### src/pkg/hcm_defines.vh
// Constants for the heater cycle modulator: register map, fields, timing.
// Assumes a 100 MHz clock and one zero-cross pulse per mains power cycle.
`ifndef HCM_DEFINES_VH
`define HCM_DEFINES_VH
`define HCM_ADDR_CTRL      4'h0
`define HCM_ADDR_LIMIT     4'h1
`define HCM_ADDR_SSPERIOD  4'h2
`define HCM_ADDR_PROPDUTY  4'h3
`define HCM_ADDR_STATUS    4'h4
`define HCM_ADDR_AVGCUR    4'h5
`define HCM_ADDR_FULLCUR   4'h6
`define HCM_CTRL_LIMIT_EN  0
`define HCM_CTRL_PROP_EN   1
`define HCM_CTRL_SS_EN     2
`define HCM_FRAME_CYCLES   4'ha
`define HCM_DUTY_MAX       4'ha
`define HCM_SAMPLES        9'h12c
`define HCM_SAMPLE_LAST    9'h12b
`define HCM_LIMIT_MIN      9'h001
`define HCM_LIMIT_MAX      9'h12c
`define HCM_SS_MIN         10'h00a
`define HCM_SS_MAX         10'h3e7
`define HCM_SETTLE_WINDOWS 2'h2
`define HCM_CLK_HZ         100000000
`define HCM_TENTH_S_CYC    (`HCM_CLK_HZ / 10)
`endif

### src/hcm_heater_cycle_modulator.v
// Zero-cross synchronised cycle modulator for one heater switch.
// Assumes zero_cross_in pulses once per power cycle; samples arrive per
// window from an external converter; currents are in 0.1 A units.
`include "hcm_defines.vh"
module hcm_heater_cycle_modulator #(
   parameter TENTH_SECOND_CYCLES = `HCM_TENTH_S_CYC
) (
   // Clock and reset.
   input  wire        clk_in,
   input  wire        reset_n_in,
   // Register port.
   input  wire [3:0]  reg_addr_in,
   input  wire [15:0] reg_wdata_in,
   input  wire        reg_wr_in,
   input  wire        reg_rd_in,
   output reg  [15:0] reg_rdata_out,
   // Mains and heater side.
   input  wire        zero_cross_in,
   input  wire        heat_call_in,
   input  wire [9:0]  current_sample_in,
   output reg         heater_on_out,
   output reg         sample_strobe_out,
   output reg  [9:0]  current_sample_out,
   output reg         window_done_out
);
   localparam [26:0] TENTH_LAST = TENTH_SECOND_CYCLES - 1;

   // Register state.
   reg  [2:0]  ctrl_q;
   reg  [8:0]  limit_q;
   reg  [9:0]  ss_period_q;
   reg  [3:0]  prop_duty_q;
   reg  [8:0]  full_cur_q;

   // Frame and duty state.
   reg  [3:0]  cycle_q;
   reg  [3:0]  duty_q;
   reg  [3:0]  duty_d;

   // Power-limit loop state.
   reg  [3:0]  limit_duty_q;
   reg  [1:0]  settle_q;

   // Soft-start state.
   reg  [3:0]  ss_duty_q;
   reg         ss_active_q;
   reg  [13:0] ss_tick_q;
   reg  [26:0] tenth_q;
   reg  [3:0]  ss_top_q;

   // Measurement window state.
   reg  [8:0]  sample_cnt_q;
   reg  [18:0] cur_sum_q;
   reg  [8:0]  avg_cur_q;
   reg         win_q;

   // Combinational helpers.
   wire        limit_en;
   wire        ss_en;
   wire        frame_end;
   wire        tenth_tick;
   wire [9:0]  pat_bits;
   wire        pat_on;
   wire [12:0] lim_x10;
   wire [12:0] lim_ratio;
   wire [3:0]  est_duty;
   wire [3:0]  ss_top_nz;
   wire [13:0] ss_x10;
   wire [13:0] ss_hold;
   wire [13:0] est_cur_x10;
   wire [13:0] est_cur;
   wire [18:0] win_sum;
   wire [18:0] win_avg;

   assign limit_en   = ctrl_q[`HCM_CTRL_LIMIT_EN] & (limit_q != 9'h000);
   assign ss_en      = ctrl_q[`HCM_CTRL_SS_EN] & (ss_period_q != 10'h000);
   assign frame_end  = zero_cross_in &
                       (cycle_q == (`HCM_FRAME_CYCLES - 4'h1));
   assign tenth_tick = (tenth_q == TENTH_LAST);

   // Even spread: cycle c is on when floor((c+1)d/10) > floor(cd/10).
   genvar c;
   generate
      for (c = 0; c < 10; c = c + 1) begin : g_pat
         localparam [7:0] HI_MUL = c + 1;
         localparam [7:0] LO_MUL = c;
         wire [7:0] hi_prod;
         wire [7:0] lo_prod;
         assign hi_prod = HI_MUL * {4'h0, duty_q};
         assign lo_prod = LO_MUL * {4'h0, duty_q};
         assign pat_bits[c] = ((hi_prod / 8'h0a) > (lo_prod / 8'h0a));
      end
   endgenerate
   assign pat_on = pat_bits[cycle_q];

   // Estimated top duty from full current and limit.
   assign lim_x10   = {4'h0, limit_q} * 13'h000a;
   assign lim_ratio = (full_cur_q == 9'h000) ? 13'h1fff :
                      lim_x10 / {4'h0, full_cur_q};
   assign est_duty  = (!limit_en || lim_ratio > 13'h000a) ? `HCM_DUTY_MAX :
                      lim_ratio[3:0];

   // Step hold in tenth-seconds: period over top duty.
   assign ss_top_nz = (ss_top_q == 4'h0) ? 4'h1 : ss_top_q;
   assign ss_x10    = {4'h0, ss_period_q} * 14'h000a;
   assign ss_hold   = ss_x10 / {10'h000, ss_top_nz};

   // Average current estimate: full current times duty fraction.
   assign est_cur_x10 = {5'h00, full_cur_q} * {10'h000, duty_q};
   assign est_cur     = est_cur_x10 / 14'h000a;

   // Window sum and mean including the current sample.
   assign win_sum = cur_sum_q + {9'h000, current_sample_in};
   assign win_avg = win_sum / {10'h000, `HCM_SAMPLES};

   // Duty selection: caps from limit, ramp and proportional demand.
   always @* begin
      duty_d = limit_en ? limit_duty_q : `HCM_DUTY_MAX;
      if (ss_active_q && ss_duty_q < duty_d)
         duty_d = ss_duty_q;
      if (ctrl_q[`HCM_CTRL_PROP_EN] && prop_duty_q < duty_d)
         duty_d = prop_duty_q;
      if (!heat_call_in)
         duty_d = 4'h0;
   end

   // Register writes; out-of-range nonzero limit and soft-start period writes are ignored, proportional duty is clamped to ten.
   always @(posedge clk_in) begin
      if (!reset_n_in) begin
         ctrl_q <= 3'h4;
         limit_q <= 9'h000;
         ss_period_q <= 10'h000;
         prop_duty_q <= `HCM_DUTY_MAX;
         full_cur_q <= 9'h000;
      end else if (reg_wr_in) begin
         case (reg_addr_in)
            `HCM_ADDR_CTRL: ctrl_q <= reg_wdata_in[2:0];
            `HCM_ADDR_LIMIT:
               if (reg_wdata_in[8:0] <= `HCM_LIMIT_MAX)
                  limit_q <= reg_wdata_in[8:0];
            `HCM_ADDR_SSPERIOD:
               if (reg_wdata_in[9:0] == 10'h000 ||
                   (reg_wdata_in[9:0] >= `HCM_SS_MIN &&
                    reg_wdata_in[9:0] <= `HCM_SS_MAX))
                  ss_period_q <= reg_wdata_in[9:0];
            `HCM_ADDR_PROPDUTY:
               prop_duty_q <= (reg_wdata_in[3:0] > `HCM_DUTY_MAX) ?
                              `HCM_DUTY_MAX : reg_wdata_in[3:0];
            `HCM_ADDR_FULLCUR: full_cur_q <= reg_wdata_in[8:0];
            default: ;
         endcase
      end
   end

   // Register reads: data stand one cycle, zero otherwise.
   always @(posedge clk_in) begin
      if (!reset_n_in) begin
         reg_rdata_out <= 16'h0000;
      end else begin
         reg_rdata_out <= 16'h0000;
         if (reg_rd_in) begin
            case (reg_addr_in)
               `HCM_ADDR_CTRL:     reg_rdata_out <= {13'h0, ctrl_q};
               `HCM_ADDR_LIMIT:    reg_rdata_out <= {7'h0, limit_q};
               `HCM_ADDR_SSPERIOD: reg_rdata_out <= {6'h0, ss_period_q};
               `HCM_ADDR_PROPDUTY: reg_rdata_out <= {12'h0, prop_duty_q};
               `HCM_ADDR_STATUS:
                  reg_rdata_out <= {2'h0, ss_active_q, heater_on_out,
                                    ss_duty_q, limit_duty_q, duty_q};
               `HCM_ADDR_AVGCUR:   reg_rdata_out <= {7'h0, avg_cur_q};
               `HCM_ADDR_FULLCUR:  reg_rdata_out <= {7'h0, full_cur_q};
               default:            reg_rdata_out <= 16'h0000;
            endcase
         end
      end
   end

   // Frame counter and heater switch; changes only on a zero crossing.
   always @(posedge clk_in) begin
      if (!reset_n_in) begin
         cycle_q <= 4'h0;
         heater_on_out <= 1'b0;
         duty_q <= 4'h0;
      end else begin
         if (zero_cross_in) begin
            cycle_q <= frame_end ? 4'h0 : cycle_q + 4'h1;
            heater_on_out <= pat_on;
         end
         if (frame_end)
            duty_q <= duty_d;
      end
   end

   // Sampling: 300 per window, each a 10-bit result.
   always @(posedge clk_in) begin
      if (!reset_n_in) begin
         win_q <= 1'b0;
         sample_cnt_q <= 9'h000;
         cur_sum_q <= 19'h00000;
         avg_cur_q <= 9'h000;
         sample_strobe_out <= 1'b0;
         current_sample_out <= 10'h000;
         window_done_out <= 1'b0;
      end else begin
         window_done_out <= 1'b0;
         sample_strobe_out <= 1'b0;
         if (win_q) begin
            sample_strobe_out <= 1'b1;
            current_sample_out <= current_sample_in;
            cur_sum_q <= win_sum;
            if (sample_cnt_q == `HCM_SAMPLE_LAST) begin
               sample_cnt_q <= 9'h000;
               win_q <= 1'b0;
               window_done_out <= 1'b1;
               avg_cur_q <= win_avg[8:0];
               cur_sum_q <= 19'h00000;
            end else begin
               sample_cnt_q <= sample_cnt_q + 9'h001;
            end
         end
         // A frame end opens the next window, overriding its close.
         if (frame_end)
            win_q <= 1'b1;
      end
   end

   // Limit loop: steps only after settled windows.
   always @(posedge clk_in) begin
      if (!reset_n_in) begin
         limit_duty_q <= 4'h0;
         settle_q <= 2'h0;
      end else if (!heat_call_in || !limit_en) begin
         limit_duty_q <= 4'h0;
         settle_q <= 2'h0;
      end else if (window_done_out) begin
         if (settle_q < `HCM_SETTLE_WINDOWS) begin
            settle_q <= settle_q + 2'h1;
         end else begin
            settle_q <= 2'h0;
            if (est_cur > {5'h00, limit_q} && limit_duty_q != 4'h0)
               limit_duty_q <= limit_duty_q - 4'h1;
            else if (avg_cur_q < limit_q && limit_duty_q < `HCM_DUTY_MAX)
               limit_duty_q <= limit_duty_q + 4'h1;
         end
      end
   end

   // Tenth-second enable divider, running only during the ramp.
   always @(posedge clk_in) begin
      if (!reset_n_in) begin
         tenth_q <= 27'h0000000;
      end else if (!ss_active_q || tenth_tick) begin
         tenth_q <= 27'h0000000;
      end else begin
         tenth_q <= tenth_q + 27'h0000001;
      end
   end

   // Soft-start ramp: step hold counted in tenth-seconds.
   always @(posedge clk_in) begin
      if (!reset_n_in) begin
         ss_duty_q <= 4'h1;
         ss_active_q <= 1'b1;
         ss_tick_q <= 14'h0000;
         ss_top_q <= `HCM_DUTY_MAX;
      end else begin
         if (ss_active_q) begin
            if (!ss_en || ss_duty_q >= ss_top_q) begin
               ss_active_q <= 1'b0;
            end else if (tenth_tick) begin
               if (ss_tick_q + 14'h0001 >= ss_hold) begin
                  ss_tick_q <= 14'h0000;
                  ss_duty_q <= ss_duty_q + 4'h1;
               end else begin
                  ss_tick_q <= ss_tick_q + 14'h0001;
               end
            end
         end
         if (ss_active_q && ss_duty_q == 4'h1 && ss_tick_q == 14'h0000)
            ss_top_q <= est_duty;
      end
   end
endmodule // hcm_heater_cycle_modulator

### config.mk
export PLATFORM = sky130hd
export DESIGN_NAME = hcm_heater_cycle_modulator
export DESIGN_NICKNAME = d
export VERILOG_FILES = /design/src/hcm_heater_cycle_modulator.v
export VERILOG_INCLUDE_DIRS = /design/src /design/src/pkg
export SDC_FILE = /design/constraint.sdc
export NUM_CORES = 1
export LEC_CHECK = 0
export BUFFER_PORTS_ARGS = -buffer_cell sky130_fd_sc_hd__buf_2
export CAP_MARGIN = 40
export CELL_PAD_IN_SITES_DETAIL_PLACEMENT = 1
export CELL_PAD_IN_SITES_GLOBAL_PLACEMENT = 1
export CORE_MARGIN = 2
export CORE_UTILIZATION = 37
export CTS_CLUSTER_SIZE = 14
export DETAILED_ROUTE_END_ITERATION = 8
export PLACE_DENSITY = 0.63
export SYNTH_ARGS = -nofsm -noshare
export SYNTH_HDL_FRONTEND = slang
export SYNTH_SLANG_ARGS = --single-unit
### constraint.sdc
create_clock -name clk_in -period 64.5 [get_ports clk_in]
set_clock_uncertainty 0.1 [all_clocks]
set_input_delay 6.45 -clock clk_in [delete_from_list [all_inputs] [get_ports clk_in]]
set_output_delay 6.45 -clock clk_in [all_outputs]
set_load 0.005 [all_outputs]
=== After elaboration in Yosys (flattened, before gate mapping) ===
Cells that the tools add are included.

* Bits in latches: 0
* Memories kept: 0
* Output and inout bits: 29
* Word-level logic and storage cells: 158
* Memory bits (read-only): 0
* Flip-flop bits (word level): 166
* Input port bits: 36
* Bits in writable memories: 0

* Shift operators: 0
* Reduce and logical (&&, ||, !) cells: 38
* Bitwise gates (word level): 6
* Magnitude comparators: 24
* Divide/modulo/power cells: 14
* Multiplexer cells: 25
* Eq/ne operators: 10
* $mul: 9
* Add/sub/neg operators: 9

{| class="wikitable"
|+ Operator list
! kind !! number
|-
| $pmux W14 S7 || 1
|-
| $gt A8 B8 Y1 || 9
|-
| $mux W4 || 10
|-
| $div A7 B4 Y8 const B || 4
|-
| $add A27 B1 Y27 const B || 1
|-
| $eq A27 B24 Y1 const B || 1
|-
| $mul A3 B4 Y7 const A || 3
|-
| $add A19 B10 Y19 || 1
|-
| $div A19 B9 Y19 const B || 1
|-
| $mux W19 || 1
|-
| $div A6 B4 Y8 const B || 2
|-
| $div A8 B4 Y8 const B || 2
|-
| $add A14 B1 Y14 const B || 1
|-
| $div A13 B4 Y14 const B || 1
|-
| $div A14 B4 Y14 || 1
|-
| $ge A14 B14 Y1 || 1
|-
| $gt A14 B9 Y1 || 1
|-
| $logic_not A14 Y1 || 1
|-
| $mux W14 || 1
|-
| $div A13 B9 Y13 || 1
|-
| $gt A13 B4 Y1 const B || 1
|-
| $mul A10 B3 Y13 const B || 1
|-
| $mul A9 B4 Y13 || 1
|-
| $mux W13 || 1
|-
| 45 further kinds || 87
|}

=== Longest topological paths before layout ===
Gate-level depths: netlist of the first run.

* Depth in word-level cells: 10
* Depth in mapped cells: 149
* Gate-level depth less buffers: 144

=== Least setup slack after synthesis of the first run ===
No wires, ideal clock.

* Path type: register to register
* From: register ss_period_q[2]
* To: register ss_duty_q[3]
* Required time: 64285 ps
* Library setup time: 115 ps
* Stages on the path, launching flop included: 146
* Clock period less this slack: 24973 ps
* Arrival time: 24759 ps
* Path slack: 39527 ps
* Cells stage by stage: dfxtp_1 -> ha_1 -> ha_1 -> a21o_1 -> a21oi_1 -> o21bai_1 -> a21oi_1 -> o21bai_1 -> a21oi_1 -> o21bai_1 -> and2_1 -> ha_1 -> o21ai_0 -> a21boi_0 -> nor2_1 -> ha_1 -> o21a_1 -> o21a_1 -> [110 not listed] -> a21oi_1 -> nor2_1 -> nor2_1 -> a21boi_0 -> o21ai_0 -> nand2b_1 -> a21oi_1 -> nor2b_1 -> o21ai_0 -> nand2b_1 -> a21oi_1 -> nor2b_1 -> o21ai_0 -> nand2_1 -> nor2b_1 -> nand4_1 -> xnor2_1 -> and2_1

* Longest elaborated chain between the ends: 6

{| class="wikitable"
|+ RTL lines
! element !! line !! RTL
|-
| from (decl) || hcm_heater_cycle_modulator.v:31 || <nowiki>reg [9:0] ss_period_q;</nowiki>
|-
| from (signal assigned) || hcm_heater_cycle_modulator.v:145 || <nowiki>ss_period_q <= reg_wdata_in[9:0];</nowiki>
|-
| branches (longest 5 deep; another with $div A14 B4 Y14) || -- ||
|-
| $reduce_and A4 Y1 (no source line) * || -- ||
|-
| to (signal assigned) || hcm_heater_cycle_modulator.v:273 || <nowiki>ss_duty_q <= ss_duty_q + 4'h1;</nowiki>
|-
| to (decl) || hcm_heater_cycle_modulator.v:45 || <nowiki>reg [3:0] ss_duty_q;</nowiki>
|}

Mark *: on every way between the ends.
A chain may end at the register's enable or synchronous reset.

=== Worst setup path after layout of the first run ===
* From: register ss_period_q[4]
* To: register ss_duty_q[3]

Same word-level chain as after synthesis.

==> out/metrics.cfg, run 1 <==
[grt]
antenna_found_initial = 2
grt_pass1_vias = 24470
gr-total-overflow = 0
grt_use_total = 0.232
grt_max_degree = 69
grt_first_pass_wirelength_um = 127000

[placement]
hpwlAfterDp_um = 61300
gp_congestion = 0.827
io_buffers = 56

[yosys]
synth_cell_types = 114
yosysWarningCount = 0
synthFlopType = dfxtp_1
syn_area_mm2 = 0.0235
ys_ff_latch = 164
syn_inst = 3190
avgSynthCellArea_um2 = 7.37
synth_enable_flop_cells = 0
ys_async_sr_fraction = 0
yosysSeqAreaShare = 0.140

[run]
maxCapViolations = 0

[cts]
cts_buffer_depth = 2
cts_hold_buffers = 0
clock_sinks = 164
clock_latency_ns = 0.47
cts_tree = built
clk_transition_reported_paths_ns = 0.07
numCtsBuffers = 17
postCtsResizedCells = 0
cts_setup_buffers = 0
clk_root_buffer_cell = clkbuf_16
htree_num_levels = 4

[timing]
setup_viol = 0
rsz0062_at_grt = no
fmax_mhz = 34.2
fin_crit_sh = 0.453
fin_crit_ns = 29.25
slew_headroom = 0.356
final-max-slew-violation-count = 0
hold_viol = 0
timing.setup.tns_ns = 0
tightestPinTransition_ns = 0.960

[worst_setup_path]
critPathMaxStageDelay_ns = 0.52
cp.required_ns = 64.76
worst-path-buf-inv = 13
worstSetupPathType = reg -> reg
crit_path_start_kind = register
crit_family = compound AO/OA/AOI/OAI gates
cpMaxStageDelayCell = a2111oi_0
cp_common_cell = o21a_1
worstPathMaxFanout = 15
endpoint_kind = register
arrival_ns = 29.51

[min_path]
hold_path.class = reg -> reg

[detailed_routing]
via_count = 23687
drc = 0
wirelength_um = 77200
vias_per_cell = 5.85
drt-initial-drc-count = 1028
wl_per_cell_um = 19.1
firstDrtPassIters = 5
drt.antenna.violating_nets = 0

[floorplanning]
ios = 65
die-width_um = 256
core_region_area_mm2 = 0.0630
die_y_um = 256
initial_core_util = 0.373
die_area_mm2 = 0.0656
rows = 92

[final_layout]
drive_gt1_frac = 0.0685
mostFrequentLayoutCells = ha_1, nor2_1, nand2_1, a21oi_1, o21ai_0
final_common_cell = ha_1
area_growth_pct = 7.73
nets = 3545

[status]
outcome = completed

## state kept, by name, indices dropped and copies added, names as in the netlist, 9 cells and up
signal and cells:
avg_cur_q 9, cur_sum_q 19, current_sample_out 10, full_cur_q 9, limit_q 9, reg_rdata_out 14, sample_cnt_q 9, ss_period_q 10
ss_tick_q 14, tenth_q 27
## cell usage after synthesis (24+ instances only)
cell type,count,share of area
a21boi_0,26,0.0083
xor2_1,70,0.026
mux2i_1,66,0.028
nor2b_1,90,0.024
mux2_2,27,0.013
nor4_1,27,0.0072
o31ai_1,39,0.012
clkbuf_1,95,0.015
a22oi_1,26,0.0083
xnor2_1,121,0.045
ha_1,300,0.16
o21ai_0,194,0.041
nand2b_1,41,0.011
dfxtp_1,164,0.14
and2_1,46,0.012
a21o_1,54,0.017
nand2_1,268,0.043
inv_1,175,0.028
a21oi_1,212,0.045
nor3_1,142,0.030
nand3_1,95,0.020
and3_1,26,0.0069
nor2_1,295,0.047
o21a_1,95,0.030
a31oi_1,32,0.0085
nand4_1,43,0.011
fa_1,24,0.020
o211ai_1,24,0.0077
## through the flow
step | hold WS, ns | cells | setup WS, ns | instance area [um^2] | util
final | 0.381 | 4046 | 35.25 | 25300 | 0.402
after global placement | 0.342 | 3999 | 35.98 | 24600 | 0.390
after detailed placement | 0.374 | 4011 | 35.28 | 24600 | 0.391
after global routing | 0.411 | 4044 | 32.12 | 25300 | 0.402
after CTS | 0.384 | 4042 | 35.11 | 25300 | 0.402
after floorplan | 0.330 | 3191 | 39.53 | 23500 | -
## worst min-delay path: cells and delay by family (launching register included)
family / cells / cell delay [ns]
DFF: 1 / 0.31
and+or+nand+nor: 1 / 0.06
AOI/OAI and AO/OA: 1 / 0.06
## path summary, 6_finish.rpt
check | from | end | slack [ns] | cells after the start
max | ss_period_q[4] | ss_duty_q[3] | 35.25 | 140
min | cur_sum_q[0] | cur_sum_q[0] | 0.38 | 2
max reg2reg | ss_period_q[4] | ss_duty_q[3] | 35.25 | 140
min reg2reg | cur_sum_q[0] | cur_sum_q[0] | 0.38 | 2
## metal layers
layer / vias up / part of all wire / track usage
met5: - / 0 / 0
met4: 0 / 0.024 / 0.0720
met3: 104 / 0.021 / 0.0215
met2: 314 / 0.50 / 0.424
met1: 11611 / 0.46 / 0.286
li1: 11658 / - / -
## cells by family (layout without fill, tap and decap cells)
kind of cell               count (synthesis)  count (layout)  synth area share
AOI/OAI and AO/OA                        935             935             0.267
xor gates and xnor gates                 193             193            0.0725
adders and majority gates                328             328             0.182
buffers and inverters                    293             299            0.0483
DFF                                      164             164             0.140
muxes                                     94              94            0.0420
other                                      1               5          0.000160
and+or+nand+nor                         1182            1182             0.249
## cell type report
type	count	area [um^2]
fillers	7900	37600
multi-input cells	2734	19100
flip-flops and latches	164	3280
well taps	846	1060
inverters	177	664
repair buffers	91	541
clock buffers	20	467
clock inverters	11	198
diodes	3	7.51
Power of run 1 is not shown: default switching activity piles up to over one toggle a cycle in this logic, so the estimate is an artifact.
==> run 2, diff against run 1 <==
--- a/config.mk
+++ b/config.mk
@@ -14,7 +14,7 @@
 export CORE_UTILIZATION = 37
 export CTS_CLUSTER_SIZE = 14
 export DETAILED_ROUTE_END_ITERATION = 8
-export PLACE_DENSITY = 0.63
+export PLACE_DENSITY = 0.66
 export SYNTH_ARGS = -nofsm -noshare
 export SYNTH_HDL_FRONTEND = slang
 export SYNTH_SLANG_ARGS = --single-unit
==> constraint.sdc (replaced) <==
create_clock -name clk_in -period 24.8 [get_ports clk_in]
set_clock_uncertainty 0.1 [all_clocks]
set_input_delay 2.48 -clock clk_in [delete_from_list [all_inputs] [get_ports clk_in]]
set_output_delay 2.48 -clock clk_in [all_outputs]
set_load 0.005 [all_outputs]
==> run 2 against run 1 <==
Critical path type unchanged. Largest cell class unchanged. Count of clock-buffer cells in the layout is 2 lower. Sequential share of layout area is 0.98 points lower. Worst setup slack got worse by 35 ns.
==> out/metrics.cfg, run 2 (synthesis gave the netlist of run 1 again) <==
[placement]
hpwlAfterDp_um = 62600
dpl_cell_area_mm2 = 0.0253
io_buffers = 56
gp_congestion = 0.868

[worst_setup_path]
crit_family = compound AO/OA/AOI/OAI gates
cp.required_ns = 25.04
endpoint_kind = register
arrival_ns = 24.71
worst-path-buf-inv = 10
worstSetupPathType = reg -> reg
crit_path_start_kind = register
critPathMaxStageDelay_ns = 0.35
cp_common_cell = o21a_1
cpMaxStageDelayCell = ha_1
worstPathMaxFanout = 8

[timing]
setup_viol = 0
fin_crit_sh = 0.987
fmax_mhz = 40.9
timing.setup.tns_ns = 0
hold_viol = 0
slew_headroom = 0.293
fin_crit_ns = 24.47
tightestPinTransition_ns = 1.06
rsz0062_at_grt = yes
final-max-slew-violation-count = 0

[detailed_routing]
wl_per_cell_um = 19.3
drc = 0
drt-initial-drc-count = 1218
firstDrtPassIters = 5
via_count = 24672
vias_per_cell = 5.83
wirelength_um = 81500
drt.antenna.violating_nets = 0

[floorplanning]
rows = 92
initial_core_util = 0.373
die_y_um = 256
die-width_um = 256
die_area_mm2 = 0.0656
ios = 65
core_region_area_mm2 = 0.0630

[grt]
grt_max_degree = 70
gr-total-overflow = 0
grt_pass1_vias = 25241
grt_use_total = 0.235
grt_first_pass_wirelength_um = 130000
antenna_found_initial = 3

[cts]
clk_root_buffer_cell = clkbuf_16
cts_tree = built
cts_buffer_depth = 2
clk_transition_reported_paths_ns = 0.07
cts_hold_buffers = 0
numCtsBuffers = 17
clock_latency_ns = 0.46
clock_sinks = 164
htree_num_levels = 4

[final_layout]
drive_gt1_frac = 0.160
largest_register_ffs = 27
nets = 3734
mostFrequentLayoutCells = ha_1, nor2_1, nand2_1, buf_4, a21oi_1
fin_util = 0.436
area_growth_pct = 16.9
design_area_mm2 = 0.0275
reg.largest.list = tenth_q (27), cur_sum_q (19)
regMostFlops = tenth_q
final_common_cell = ha_1
nFillCells = 7814

[min_path]
hold_path.class = reg -> reg

[run]
maxCapViolations = 0

[status]
outcome = completed

## run 2: cell types whose count changed in the layout (fill, tap and decap cells not counted), sizes merged
cell | before | now
clkinvlp | 3 | 2
dlymetal6s2s | 0 | 1
clkbuf | 20 | 18
clkinv | 3 | 7
buf | 91 | 279
bufinv | 5 | 2
diode | 3 | 2
inv | 177 | 180
## run 2: final timing paths
check           endpoint  cells past startpoint       start  slack (ns)
min           tenth_q[0]                      1  tenth_q[0]        0.37
max          ss_top_q[0]                    139  limit_q[4]        0.33
min reg2reg   tenth_q[0]                      1  tenth_q[0]        0.37
max reg2reg  ss_top_q[0]                    139  limit_q[4]        0.33
## run 2: metal layers
| metal | part of all wire | GRT usage | up-vias |
|---|---|---|---|
| li1 | - | - | 12013 |
| met3 | 0.027 | 0.0198 | 96 |
| met2 | 0.50 | 0.424 | 354 |
| met5 | 0.00016 | 0 | - |
| met4 | 0.021 | 0.0573 | 2 |
| met1 | 0.45 | 0.300 | 12207 |
## run 2: layout make-up
class	count	area (um^2)	share of cell area
Inverter	177	664	0.0242
Clock inverter	14	150	0.00546
Timing Repair Buffer	280	2030	0.0739
Antenna cell	2	5.00	0.000182
Multi-Input combinational cell	2734	19800	0.722
Clock buffer	18	429	0.0156
Tap cell	846	1060	0.0385
Sequential cell	164	3290	0.120
## run 2: worst register-to-register path: cells and delay by family, from the launching register on
kind	cells	cell delay, ns
adders and majority gates	15	4.22
AOI/OAI and AO/OA	81	13.87
muxes	3	0.71
buffers and inverters	10	1.56
and+or+nand+nor	30	3.55
DFF	1	0.34
## run 2: repair_timing
action,4_1_cts,5_1_grt
cloned,0,1
resized for setup,55,150
setup buffers,20,89
pin swaps,23,137
endpoints found under the setup margin,19,20
## run 2: through the flow
step           std cells  hold slack, ns  setup slack, ns
4_1_cts             4143           0.373          -0.0287
3_3_place_gp        4082           0.345           -0.300
3_5_place_dp        4091           0.357            -1.22
5_1_grt             4234           0.388           -0.962
6_report            4235           0.370            0.335
2_1_floorplan       3191           0.330           0.0475
Power of run 2 is left out for the same reason.
==> run 3, diff against run 2 <==
--- a/config.mk
+++ b/config.mk
@@ -11,10 +11,10 @@
 export CELL_PAD_IN_SITES_DETAIL_PLACEMENT = 1
 export CELL_PAD_IN_SITES_GLOBAL_PLACEMENT = 1
 export CORE_MARGIN = 2
-export CORE_UTILIZATION = 37
+export CORE_UTILIZATION = 44
 export CTS_CLUSTER_SIZE = 14
 export DETAILED_ROUTE_END_ITERATION = 8
-export PLACE_DENSITY = 0.66
+export PLACE_DENSITY = 0.76
 export SYNTH_ARGS = -nofsm -noshare
 export SYNTH_HDL_FRONTEND = slang
 export SYNTH_SLANG_ARGS = --single-unit
==> run 3 against run 2 <==
The flow now finishes with violations (negative setup slack). First-iteration DRC count shrank 4.7%. Routed wire length rose by 1.5%. Critical path depth is 6 lower. Worst setup slack got worse by 0.67 ns. Die area decreased by 16%. Non-clock buffer count shrank 15. Via count is 1.6% higher. Count of clock-buffer cells in the layout unchanged. Cell area down 0.56%. Highest routed layer is now met4.
==> out/metrics.cfg, run 3 (synthesis gave the netlist of run 1 again) <==
[grt]
grt_pass1_vias = 25237
grt_first_pass_wirelength_um = 127000
grt_use_total = 0.270
grt_max_degree = 73
antenna_found_initial = 2
gr-total-overflow = 0

[placement]
place_ws_ns = -0.958
gp_congestion = 0.861
dpl_cell_area_mm2 = 0.0249
io_buffers = 56
hpwlAfterDp_um = 59400

[detailed_routing]
vias_per_cell = 6.17
drt-initial-drc-count = 1161
drc = 0
wirelength_um = 82800
wl_per_cell_um = 20.4
via_count = 25075
drt.antenna.violating_nets = 0
firstDrtPassIters = 7

[floorplanning]
ios = 65
rows = 84
die_y_um = 235
die_area_mm2 = 0.0553
die-width_um = 235
core_region_area_mm2 = 0.0527
initial_core_util = 0.446

[cts]
clk_transition_reported_paths_ns = 0.08
clock_latency_ns = 0.47
clk_root_buffer_cell = clkbuf_16
cts_tree = built
htree_num_levels = 4
cts_hold_buffers = 0
cts_buffer_depth = 2
clock_sinks = 164
numCtsBuffers = 17

[final_layout]
drive_gt1_frac = 0.159
register_area_mm2 = 0.00330
nFillCells = 6578
mostFrequentLayoutCells = ha_1, nor2_1, nand2_1, buf_4, a21oi_1
largest_register_ffs = 27
multi_input_area_mm2 = 0.0200
regMostFlops = tenth_q
reg.largest.list = tenth_q (27), cur_sum_q (19)
fin_util = 0.519
nets = 3719
final_common_cell = ha_1
area_growth_pct = 16.2
design_area_mm2 = 0.0273

[worst_setup_path]
endpoint_kind = register
cp.required_ns = 25.06
reg2reg_slack_ns = -0.33
critPathMaxStageDelay_ns = 0.80
r2r-start = full_cur_q[6]
worstPathMaxFanout = 8
cpMaxStageDelayCell = nor4_1
arrival_ns = 25.39
worstSetupPathType = reg -> reg
crit_path_start_kind = register
reg2reg_depth = 133
cp_common_cell = o21a_1
timing.rr.end = ss_top_q[0]

[timing]
final-max-slew-violation-count = 0
hold_viol = 0
tightestPinTransition_ns = 0.972
setup_ws_ns = -0.335
fin_crit_sh = 1.01
slew_headroom = 0.346
timing.setup.tns_ns = -0.335
fin_crit_ns = 25.13
setup_viol = 1
fmax_mhz = 39.8
rsz0062_at_grt = yes

[run]
maxCapViolations = 0

[min_path]
min_to = tenth_q[0]
hold_path.class = reg -> reg
holdPathStages = 1
worstHoldStart = tenth_q[0]

[status]
outcome = finished with violations
violations = negative setup slack

[run 3: changes by cell type in the layout (fill, tap and decap cells not counted), moves of 4 or more]
cell and delta:
buf_4 -16, o21a_1 -5, clkinv_2 -4, ha_1 -4, inv_8 +4, o21ai_1 -4
o21ai_2 +4, o31ai_2 -4
[run 3: final cells by class]
| class | count | share of cell area |
|---|---|---|
| Antenna cell | 2 | 0.000183 |
| Clock buffer | 18 | 0.0157 |
| Clock inverter | 14 | 0.00650 |
| Inverter | 177 | 0.0243 |
| Multi-Input combinational cell | 2734 | 0.730 |
| Sequential cell | 164 | 0.121 |
| Tap cell | 688 | 0.0315 |
| Timing Repair Buffer | 265 | 0.0707 |
[run 3: per-stage QoR]
stage | std cells | hold slack [ns]
floorplan | 3191 | 0.330
global placement | 3902 | 0.345
detailed placement | 3911 | 0.356
CTS | 3953 | 0.371
global route | 4062 | 0.412
finish | 4062 | 0.369
[run 3: routing by layer]
metal	GRT usage	up-vias	wire length, um
met3	0.0251	163	2840
met1	0.335	12375	35700
met2	0.492	531	41700
met4	0.0809	0	2620
li1	-	12006	-
met5	0	-	0
[run 3: worst max-delay path: cells and delay by family, from the launching register on]
family / cells / cell delay [ns]
muxes: 2 / 0.38
buffers and inverters: 8 / 1.48
AOI/OAI and AO/OA: 77 / 13.64
adders and majority gates: 12 / 3.50
DFF: 1 / 0.39
and+or+nand+nor: 34 / 5.47
[run 3: timing repair]
item,4_1_cts,5_1_grt
pin swaps,17,134
cloned,0,1
endpoints found under the setup margin,19,20
resized for setup,51,163
buffers inserted,10,106
[run 3: worst max-delay path by stage]
stage	startpoint	to	slack [ns]
floorplan	ss_period_q[2]	ss_duty_q[3]	0.05
global placement	ss_period_q[3]	ss_duty_q[3]	0.13
detailed placement	ss_period_q[2]	ss_tick_q[6]	-0.96
CTS	ss_period_q[2]	ss_tick_q[7]	0.02
global route	full_cur_q[6]	ss_top_q[0]	-1.41
finish	full_cur_q[6]	ss_top_q[0]	-0.33
Power of run 3 is left out for the same reason.
